### src/gpio_port_pkg.sv
// shared constants for the six-bit bidirectional port
// assumes an apb slave with 32-bit data, one aligned word per register
package gpio_port_pkg;
   // ********************************************************************
   // register map
   // ********************************************************************
   localparam logic [11:0] pin_value_reg_off = 12'h000; // pin levels / latch
   localparam logic [11:0] direction_reg_off = 12'h004; // direction bits
   localparam logic [11:0] analog_select_reg_off = 12'h008; // analog marks
   localparam logic [11:0] periph_enable_reg_off = 12'h00c; // peripheral takeover
   localparam logic [11:0] config_reg_off = 12'h010; // reset pin / osc mode
   // ********************************************************************
   // fields and reset values
   // ********************************************************************
   localparam int port_width = 6; // implemented pins
   localparam int input_only_bit = 3; // pin with no driver
   localparam int osc_lo_bit = 4; // first pin lost to crystal
   localparam int osc_hi_bit = 5; // second pin lost to crystal
   localparam int cfg_reset_pin_bit = 0; // reset pin enable
   localparam int cfg_osc_lo = 1; // oscillator mode field low bit
   localparam logic [5:0] direction_rst = 6'h3f; // all inputs after reset
   localparam logic [5:0] latch_rst = 6'h00; // latch value is undefined; zero chosen
   localparam logic [5:0] analog_rst = 6'h3f; // pins start analog
   localparam logic [5:0] periph_rst = 6'h00; // no peripheral owns a pin
   localparam logic [2:0] config_rst = 3'h0; // reset pin off, rc mode
   // oscillator mode codes
   typedef enum logic [1:0] {
      osc_other_mode = 2'h0,
      crystal_osc_mode = 2'h1,
      high_speed_crystal_mode = 2'h2,
      low_power_crystal_mode = 2'h3
   } osc_mode_t;
endpackage : gpio_port_pkg

### src/gpio_port.sv
// six-bit general purpose port with apb register access
// assumes apb master on pclk; pins resolved by the testbench from pin_oe
`timescale 1ns/1ps
module gpio_port
   import gpio_port_pkg::*;
(
   input wire logic pclk,
   input wire logic presetn,
   input wire logic psel,
   input wire logic penable,
   input wire logic pwrite,
   input wire logic [11:0] paddr,
   input wire logic [31:0] pwdata,
   input wire logic [3:0] pstrb,
   output logic [31:0] prdata,
   output logic pready,
   output logic pslverr,
   input wire logic [5:0] pin_in,
   output logic [5:0] pin_out,
   output logic [5:0] pin_oe,
   input wire logic [5:0] periph_out,
   input wire logic [5:0] periph_oe,
   output logic [5:0] periph_in
);
   // ********************************************************************
   // state
   // ********************************************************************
   logic [5:0] latch_q, latch_d; // output data latch
   logic [5:0] dir_q, dir_d; // stored direction bits
   logic [5:0] ana_q, ana_d; // analog marks
   logic [5:0] per_q, per_d; // peripheral enables
   logic [2:0] cfg_q, cfg_d; // reset pin enable and osc mode
   logic [31:0] rdata_q, rdata_d; // read data register
   logic err_q, err_d; // error answer
   logic [5:0] pin_lvl; // filtered pin levels
   logic [5:0] pin_view; // port read value
   logic [5:0] dir_view; // direction read value
   logic xtal_mode; // a crystal mode owns pins five and four
   logic reset_pin_enable; // pin three serves as reset
   osc_mode_t osc_mode;
   logic setup_ph; // setup cycle of a transfer
   logic wr_ph;
   logic rd_ph;

   // ********************************************************************
   // pins
   // ********************************************************************
   pin_sync #(
      .width(port_width)
   ) u_sync (
      .pclk(pclk),
      .presetn(presetn),
      .raw_in(pin_in),
      .level_out(pin_lvl)
   );

   pin_drive u_drive (
      .latch(latch_q),
      .dir(dir_q),
      .periph_en(per_q),
      .periph_out(periph_out),
      .periph_oe(periph_oe),
      .xtal_mode(xtal_mode),
      .pin_out(pin_out),
      .pin_oe(pin_oe)
   );

   // peripherals see the live filtered level
   assign periph_in = pin_lvl;

   // ********************************************************************
   // configuration decode
   // ********************************************************************
   // config bits applied straight to reads and drivers, no extra latency
   assign osc_mode = osc_mode_t'(cfg_q[cfg_osc_lo +: 2]);
   assign reset_pin_enable = cfg_q[cfg_reset_pin_bit];
   assign xtal_mode = (osc_mode == crystal_osc_mode) ||
                      (osc_mode == high_speed_crystal_mode) ||
                      (osc_mode == low_power_crystal_mode);

   // byte-lane merge used for every register write except config
   function automatic logic [5:0] lane0(input logic [5:0] old, input logic [31:0] wd,
                                        input logic [3:0] strb);
      lane0 = strb[0] ? wd[5:0] : old;
   endfunction : lane0

   // ********************************************************************
   // read views
   // ********************************************************************
   // analog pins and the reset pin mask the live level
   always_comb begin
      pin_view = pin_lvl & ~ana_q;
      if (reset_pin_enable) begin
         pin_view[input_only_bit] = 1'b0;
      end
      dir_view = dir_q;
      dir_view[input_only_bit] = 1'b1;
      if (xtal_mode) begin
         dir_view[osc_hi_bit] = 1'b1;
         dir_view[osc_lo_bit] = 1'b1;
      end
   end

   // ********************************************************************
   // apb decode
   // ********************************************************************
   // zero wait states: access phase always completes on its first cycle
   assign setup_ph = psel && !penable;
   assign wr_ph = psel && penable && pwrite;
   assign rd_ph = setup_ph && !pwrite;
   assign pready = 1'b1;

   // ********************************************************************
   // register next-state
   // ********************************************************************
   always_comb begin
      latch_d = latch_q;
      dir_d = dir_q;
      ana_d = ana_q;
      per_d = per_q;
      cfg_d = cfg_q;
      err_d = err_q;
      rdata_d = rdata_q;
      // error flag is formed in setup so it is valid with pready
      if (setup_ph) begin
         unique case (paddr)
            pin_value_reg_off, direction_reg_off, analog_select_reg_off,
            periph_enable_reg_off, config_reg_off: begin
               err_d = 1'b0;
            end
            default: begin
               err_d = 1'b1; // unmapped address
            end
         endcase
      end
      // read data is captured in setup and held through access
      if (rd_ph) begin
         rdata_d = '0;
         unique case (paddr)
            pin_value_reg_off: begin
               rdata_d[5:0] = pin_view;
            end
            direction_reg_off: begin
               rdata_d[5:0] = dir_view;
            end
            analog_select_reg_off: begin
               rdata_d[5:0] = ana_q;
            end
            periph_enable_reg_off: begin
               rdata_d[5:0] = per_q;
            end
            config_reg_off: begin
               rdata_d[2:0] = cfg_q;
            end
            default: begin
               rdata_d = '0;
            end
         endcase
      end
      if (wr_ph) begin
         unique case (paddr)
            pin_value_reg_off: begin
               // the port is read first, so pins driven elsewhere can
               // overwrite latch bits nobody meant to touch
               latch_d = lane0(pin_view, pwdata, pstrb);
            end
            direction_reg_off: begin
               // analog pins keep whatever direction software writes
               dir_d = lane0(dir_q, pwdata, pstrb);
            end
            analog_select_reg_off: begin
               ana_d = lane0(ana_q, pwdata, pstrb);
            end
            periph_enable_reg_off: begin
               per_d = lane0(per_q, pwdata, pstrb);
            end
            config_reg_off: begin
               cfg_d = pstrb[0] ? pwdata[2:0] : cfg_q;
            end
            default: begin
               latch_d = latch_q;
            end
         endcase
      end
   end

   // ********************************************************************
   // registers
   // ********************************************************************
   always_ff @(posedge pclk or negedge presetn) begin
      if (!presetn) begin
         latch_q <= latch_rst;
         dir_q <= direction_rst;
         ana_q <= analog_rst;
         per_q <= periph_rst;
         cfg_q <= config_rst;
         rdata_q <= '0;
         err_q <= 1'b0;
      end else begin
         latch_q <= latch_d;
         dir_q <= dir_d;
         ana_q <= ana_d;
         per_q <= per_d;
         cfg_q <= cfg_d;
         rdata_q <= rdata_d;
         err_q <= err_d;
      end
   end

   assign prdata = rdata_q;
   assign pslverr = err_q && psel && penable;
endmodule : gpio_port

### src/pin_drive.sv
// driver control for the port pins, including peripheral takeover
// assumes peripheral data and enables come from same-clock logic
`timescale 1ns/1ps
module pin_drive
   import gpio_port_pkg::*;
(
   input wire logic [5:0] latch,
   input wire logic [5:0] dir,
   input wire logic [5:0] periph_en,
   input wire logic [5:0] periph_out,
   input wire logic [5:0] periph_oe,
   input wire logic xtal_mode,
   output logic [5:0] pin_out,
   output logic [5:0] pin_oe
);
   // ********************************************************************
   // per-pin driver
   // ********************************************************************
   always_comb begin
      for (int i = 0; i < port_width; i++) begin
         if (periph_en[i]) begin
            pin_out[i] = periph_out[i];
            pin_oe[i] = periph_oe[i];
         end else begin
            pin_out[i] = latch[i];
            pin_oe[i] = !dir[i];
         end
      end
      pin_oe[input_only_bit] = 1'b0;
      pin_out[input_only_bit] = 1'b0;
      // crystal owns the two oscillator pins
      if (xtal_mode) begin
         pin_oe[osc_lo_bit] = 1'b0;
         pin_oe[osc_hi_bit] = 1'b0;
      end
   end
endmodule : pin_drive

### src/pin_sync.sv
// three-stage synchroniser with agreement filter for the port pins
// assumes pins are asynchronous to pclk
`timescale 1ns/1ps
module pin_sync #(
   parameter int width = 6
) (
   input wire logic pclk,
   input wire logic presetn,
   input wire logic [width-1:0] raw_in,
   output logic [width-1:0] level_out
);
   // ********************************************************************
   // stages
   // ********************************************************************
   logic [width-1:0] s1_q, s2_q, s3_q; // s1 is only read by s2
   logic [width-1:0] lvl_q, lvl_d; // filtered level
   // accept a change only once stages two and three agree
   always_comb begin
      lvl_d = lvl_q;
      for (int i = 0; i < width; i++) begin
         if (s2_q[i] == s3_q[i]) begin
            lvl_d[i] = s3_q[i];
         end
      end
   end
   // registers only
   always_ff @(posedge pclk or negedge presetn) begin
      if (!presetn) begin
         s1_q <= '0;
         s2_q <= '0;
         s3_q <= '0;
         lvl_q <= '0;
      end else begin
         s1_q <= raw_in;
         s2_q <= s1_q;
         s3_q <= s2_q;
         lvl_q <= lvl_d;
      end
   end
   assign level_out = lvl_q;
endmodule : pin_sync
### config.mk
export PLATFORM = sky130hd
export DESIGN_NAME = gpio_port
export DESIGN_NICKNAME = d
export VERILOG_FILES = /design/src/gpio_port_pkg.sv /design/src/gpio_port.sv /design/src/pin_drive.sv /design/src/pin_sync.sv
export SDC_FILE = /design/constraint.sdc
export NUM_CORES = 1
export LEC_CHECK = 0
export BUFFER_PORTS_ARGS = -buffer_cell sky130_fd_sc_hd__buf_2
export CELL_PAD_IN_SITES_DETAIL_PLACEMENT = 1
export CELL_PAD_IN_SITES_GLOBAL_PLACEMENT = 1
export CORE_AREA = 3 3 88 90
export DETAILED_ROUTE_END_ITERATION = 10
export DIE_AREA = 0 0 91 93
export GPL_TIMING_DRIVEN = 0
export PLACE_DENSITY = 0.86
export SYNTH_ARGS = -nofsm -noshare
export SYNTH_HDL_FRONTEND = slang
export SYNTH_SLANG_ARGS = --single-unit
### constraint.sdc
create_clock -name pclk -period 2.5 [get_ports pclk]
set_input_delay 0.25 -clock pclk [delete_from_list [all_inputs] [get_ports pclk]]
set_output_delay 0.25 -clock pclk [all_outputs]
set_load 0.005 [all_outputs]
==> flow_summary.toml, run 1 <==
[outcome]
status = "complete, but fails checks"
violations = "negative hold slack"

[clock_tree]
cts_buffers = 5
cts_max_path_buffers = 2
path_clk_slew_ps = 100
cts_resized = 0
clk_latency_ps = 310
clk_root_buffer_cell = "clkbuf_8"
htreeDepth = 2
tritoncts = "built"
clkSinkCount = 56
cts_hold_buf = 0
postCtsSetupRepairBufs = 0

[routing]
wirelength_um = 6090
drtIter0Drc = 61
post_drt_wl_per_cell_um = 14.9
via_per_inst = 4.65
post-route-drc-count = 0
via_count = 1900
drt_first_pass_iters = 4
final_antenna_net_count = 0

[yosys]
syn_inst = 217
synth_top_cell_area_share_pct = 42.1
ys_types = 41
ys.flop_type = "dfrtp_1"
synth.most_common_cell = "dfrtp_1"
synth_warnings = 0
synthTopCellsByCount = "dfrtp_1, buf_4, mux2_2"
synth_top_area_cell = "dfrtp_1"
postSynthAreaPerCell_um2 = 12.3
synthTopCellsByArea = "dfrtp_1, mux2_2, dfstp_2, buf_4, maj3_1"
yosysSeqAreaShare_pct = 52.9
synth_edf_count = 0
syn_area_mm2 = 0.00267
yosys_register_bits = 56
async_flop_share_pct = 100

[global_routing]
grt_max_degree = 57
grt_use_total_pct = 15.3
grt.overflow.total = 0
grt_pass1_wl_um = 10100
grt_pass1_vias = 2085
antenna_found_initial = 1

[power]
pwr-share-clk_pct = 32.3
seq_power_share_pct = 57.0
p_sw_share_pct = 23.7
intPower_mw = 1.27
leakage_nw = 1.63
power_density_mw_per_mm2 = 504
total_power_mw = 1.66
ir_drop_mv = 0.236
pwr-share-comb_pct = 10.7
p_sw_uw = 394

[place]
gp_congestion = 0.830
port-buffer-count = 59
dp_hpwl_um = 4670

[timing]
tns_ps = 0
max_freq_ghz = 0.623
hold_slack_ps = -25.1
hold_viol = 45
finalCriticalPeriod_ps = 1610
final.setup_skew_ps = 8.92
period_share_pct = 64.2
worst_pin_slew_ps = 691
relSlewSlack_pct = 53.9
slew_viol_final = 0
rsz0062_at_grt = "false"
setup_viol_count_final = 0

[critical_path]
required_ps = 2700
start_kind = "flip-flop"
cp.arrival_ps = 1810
regToRegSetupSlack_ps = 890
ff2ff_path_depth = 3
crit_path_end_kind = "flip-flop"
startpoint = "cfg_q[1]"
timing.rr.start = "cfg_q[1]"
critPathCapture = "prdata[4]"
critical_path.max_fanout = 6
regToRegEndpoint = "prdata[4]"
path_class = "flip-flop to flip-flop"

[cells_and_area]
seq_area_mm2 = 0.00142
fill_cells = 825
multi_input_area_mm2 = 0.00110
syn_to_final_growth_pct = 23.2
nets = 381
drive_gt1_share_pct = 46.5
antennaDiodeCount = 0

[floorplan]
core_mm2 = 0.00714
die_h_um = 93
rows = 31
ioPinCount = 123
die_area_mm2 = 0.00846
die_w_um = 91
start_util_pct = 37.5

[job]
cap_violations = 0

[min_path]
hold_class = "input port to asynchronous set/reset pin"
-- cells in the final DEF, fill, tap and decap left out, drive strengths merged, types with 2 or more instances in the layout --
master / netlist / final
nor3b: 2 / 2
mux4: 2 / 2
nor3: 5 / 5
nand4: 2 / 2
a311oi: 2 / 2
inv: 5 / 5
mux2: 29 / 29
mux2i: 2 / 2
o21ai: 10 / 10
nor2: 7 / 7
dfstp: 11 / 11
nor4b: 2 / 2
a211oi: 2 / 2
dfrtp: 45 / 45
or3b: 2 / 2
nand2: 16 / 16
clkbuf: 4 / 11
conb: 2 / 29
nor2b: 4 / 4
or3: 2 / 2
a22o: 3 / 3
maj3: 6 / 6
nand2b: 5 / 5
a21oi: 4 / 4
a21boi: 2 / 2
buf: 30 / 89
and3: 2 / 2
-- worst max-delay path, stage by stage (launching register included) --
cell and delay (ps):
dfrtp_1 450, or3_1 380, mux4_2 460, a22o_1 200
-- state kept, by name, summed over array words and instances, names as in the netlist --
name and count:
u_sync.level_out 6, cfg_q 3, u_sync.s1_q 6, dir_q 5, per_q 6, ana_q 6, u_sync.s3_q 6, latch_q 5
prdata 6, err_q 1, u_sync.s2_q 6
-- power groups by stage --
stage          Sequential [mW]  Combinational, mW  Clock, mW
2_1_floorplan            0.960             0.0979          0
3_3_place_gp             0.963              0.173          0
3_5_place_dp             0.964              0.178          0
4_1_cts                  0.947              0.178      0.540
5_1_grt                  0.951              0.201      0.593
6_report                 0.946              0.178      0.537
-- through the flow --
step	instances	cell area, um2	utilization, %	setup WS, ps
after CTS	409	3290	46.1	886
after floorplan	244	2780	-	897
after detailed placement	402	3190	44.8	537
after global placement	402	3190	44.8	591
after global routing	409	3290	46.1	815
final	409	3290	46.1	894
-- layout make-up --
cell class / count / share of cell area (%)
tap: 99 / 3.76
clock buffer: 7 / 2.93
inverter: 5 / 0.570
buffer: 34 / 7.22
sequential: 56 / 43.0
multi-input combinational: 149 / 33.5
timing repair buffer: 59 / 9.04
-- cell families (layout without fill, tap and decap cells) --
kind of cell | after synthesis | in the layout | synth area share [%]
adders and majority gates | 6 | 6 | 2.25
AOI/OAI and AO/OA | 28 | 28 | 6.97
and+or+nand+nor | 53 | 53 | 13.3
other | 2 | 29 | 0.281
muxes | 33 | 33 | 14.6
DFF | 56 | 56 | 52.9
buffers and inverters | 39 | 105 | 9.59
-- worst min path at each step --
stage | end | slack [ps] | cells after the start
2_1_floorplan | cfg_q[0] | -50 | 0
3_3_place_gp | u_sync.s2_q[4] | 330 | 0
3_5_place_dp | u_sync.s2_q[2] | 340 | 0
4_1_cts | u_sync.s1_q[3] | 30 | 1
5_1_grt | u_sync.s1_q[3] | 20 | 1
6_report | latch_q[2] | -30 | 1
-- per-layer routing --
metal / global-route usage [%] / vias up / routed length (um)
met5: 0 / - / 7
met1: 17.6 / 933 / 2540
met2: 27.3 / 66 / 3060
met4: 5.15 / 2 / 87
li1: - / 891 / -
met3: 4.34 / 8 / 403
(Power assumes the default switching activity.)
==> inputs of run 2 (changes only) <==
--- a/config.mk
+++ b/config.mk
@@ -8,11 +8,11 @@
 export BUFFER_PORTS_ARGS = -buffer_cell sky130_fd_sc_hd__buf_2
 export CELL_PAD_IN_SITES_DETAIL_PLACEMENT = 1
 export CELL_PAD_IN_SITES_GLOBAL_PLACEMENT = 1
-export CORE_AREA = 3 3 88 90
+export CORE_AREA = 3 3 92 94
 export DETAILED_ROUTE_END_ITERATION = 10
-export DIE_AREA = 0 0 91 93
+export DIE_AREA = 0 0 95 97
 export GPL_TIMING_DRIVEN = 0
-export PLACE_DENSITY = 0.86
+export PLACE_DENSITY = 0.79
 export SYNTH_ARGS = -nofsm -noshare
 export SYNTH_HDL_FRONTEND = slang
 export SYNTH_SLANG_ARGS = --single-unit
==> constraint.sdc (replaced) <==
create_clock -name pclk -period 1.6 [get_ports pclk]
set_input_delay 0.16 -clock pclk [delete_from_list [all_inputs] [get_ports pclk]]
set_output_delay 0.16 -clock pclk [all_outputs]
set_load 0.005 [all_outputs]
==> run 2 against run 1 <==
The run now ends clean. Hold slack improved by 130 ps. Die area increased by 8.9%. Combinational power increased by 65%. First-iteration DRC count increased by 38%. Cell count increased by 4.2%. Non-clock buffer count increased by 13. Largest power group unchanged.
==> flow_summary.toml, run 2 (synthesized netlist as in run 1, its figures left out) <==
[global_routing]
antenna_found_initial = 0
grt_pass1_vias = 2006
grt_use_total_pct = 13.6
grt_max_degree = 57
grt.overflow.total = 0
grt_pass1_wl_um = 9740

[place]
port-buffer-count = 59
dp_hpwl_um = 4600
post_dp_cell_area_mm2 = 0.00320
gp_congestion = 0.808

[power]
power_density_mw_per_mm2 = 748
pwr-share-comb_pct = 11.5
seq_power_share_pct = 58.0
p_sw_uw = 634
leakage_nw = 1.68
intPower_mw = 1.92
ir_drop_mv = 0.346
pwr-share-clk_pct = 30.5
p_sw_share_pct = 24.8

[floorplan]
die_area_mm2 = 0.00922
ioPinCount = 123
die_w_um = 95
core_mm2 = 0.00773
start_util_pct = 34.6
die_h_um = 97
rows = 32

[timing]
period_share_pct = 97.5
slew_viol_final = 0
finalCriticalPeriod_ps = 1560
setup_viol_count_final = 0
final.setup_skew_ps = 3.50
worst_pin_slew_ps = 705
relSlewSlack_pct = 53.0
max_freq_ghz = 0.641
hold_viol = 0

[job]
cap_violations = 0

[cells_and_area]
final_cell_mix = "buf_2, dfrtp_1, buf_4, conb_1, mux2_2"
fill_cells = 900
drive_gt1_share_pct = 47.2
antennaDiodeCount = 0
design_area_mm2 = 0.00341
final_common_cell = "buf_2"
seq_area_mm2 = 0.00142
utilization_pct = 44.1
multi_input_area_mm2 = 0.00111
nets = 394
syn_to_final_growth_pct = 27.5

[critical_path]
cp_slowest_cell = "mux4_2"
start_kind = "flip-flop"
path_class = "flip-flop to flip-flop"
slowest_delay_ps = 470
critical_path.max_fanout = 4
path_buf_inv = 0
crit_chain = "or3_1, mux4_2, a22o_1"
required_ps = 1810
cp.arrival_ps = 1770
cpLargestDelayFamily = "multiplexers"
crit_path_end_kind = "flip-flop"

[min_path]
hold_class = "input port to flip-flop"

[clock_tree]
cts_buffers = 5
tritoncts = "built"
clk_latency_ps = 310
htreeDepth = 2
cts_max_path_buffers = 2
clkSinkCount = 56
clk_root_buffer_cell = "clkbuf_8"
path_clk_slew_ps = 100

[routing]
drt_first_pass_iters = 4
wirelength_um = 6230
post_drt_wl_per_cell_um = 14.6
final_antenna_net_count = 0
via_count = 1943
via_per_inst = 4.56
post-route-drc-count = 0
drtIter0Drc = 84

[outcome]
status = "finished, final reports clean"
==> run 2: cell types whose count changed in the layout (fill, tap and decap cells not counted), sizes merged <==
cell,previous run,this run
clkinvlp,0,1
dlygate4sd3,0,7
buf,89,95
clkbuf,11,10
clkinv,0,1
==> run 2: final timing paths <==
check / startpoint / end / slack [ps] / cells past startpoint
worst min register to register: u_sync.s1_q[1] / u_sync.s2_q[1] / 360 / 0
worst max-delay path: cfg_q[2] / prdata[4] / 40 / 3
max in group asynchronous: presetn / cfg_q[2] / 670 / 2
worst max register to register: cfg_q[2] / prdata[4] / 40 / 3
min in group asynchronous: presetn / u_sync.s1_q[0] / 410 / 2
worst min-delay path: pwdata[3] / per_q[3] / 100 / 2
==> run 2: layout make-up <==
class                   count  share of cell area [%]
repair buffers             72                    12.1
clock buffers               6                    2.13
flip-flops and latches     56                    41.6
well taps                 102                    3.74
clock inverters             2                   0.477
plain buffers              34                    6.97
inverters                   5                   0.550
multi-input cells         149                    32.4
==> run 2: worst reg2reg max path: cells and delay by family, from the launching register on <==
kind | cells | cell delay (ps)
and+or+nand+nor | 1 | 350
muxes | 1 | 470
DFF | 1 | 440
AOI/OAI and AO/OA | 1 | 190
==> run 2: metrics by stage <==
stage | setup WS, ps | TNS, ps | instances | hold slack [ps] | power [mW]
finish | 40.8 | 0 | 426 | 99.9 | 2.55
detailed placement | -307 | -5600 | 405 | 270 | 1.79
global placement | -225 | -3680 | 405 | 267 | 1.78
CTS | 5.83 | 0 | 421 | 84.2 | 2.58
floorplan | 87.2 | 0 | 244 | -136 | 1.65
global route | -2.51 | -2.51 | 426 | 84.0 | 2.69
==> run 2: metal layers <==
metal	track usage (%)	share of wire (%)
met1	17.4	44
met2	22.4	48
met3	3.81	6.7
met4	4.00	1.3
met5	0	0
==> run 2: timing repair <==
action,4_1_cts,5_1_grt
endpoints found under the hold margin,6,45
endpoints found under the setup margin,2,5
buffers inserted,2,4
resized for setup,2,1
pin swaps,0,4
hold buffers,6,1
==> run 2: power by group through the flow <==
stage                     Sequential [mW]  Combinational [mW]  Clock [mW]
after floorplan                      1.50               0.153           0
after global placement               1.50               0.270           0
after detailed placement             1.51               0.279           0
after CTS                            1.48               0.292       0.807
after global routing                 1.49               0.329       0.875
final                                1.48               0.293       0.779
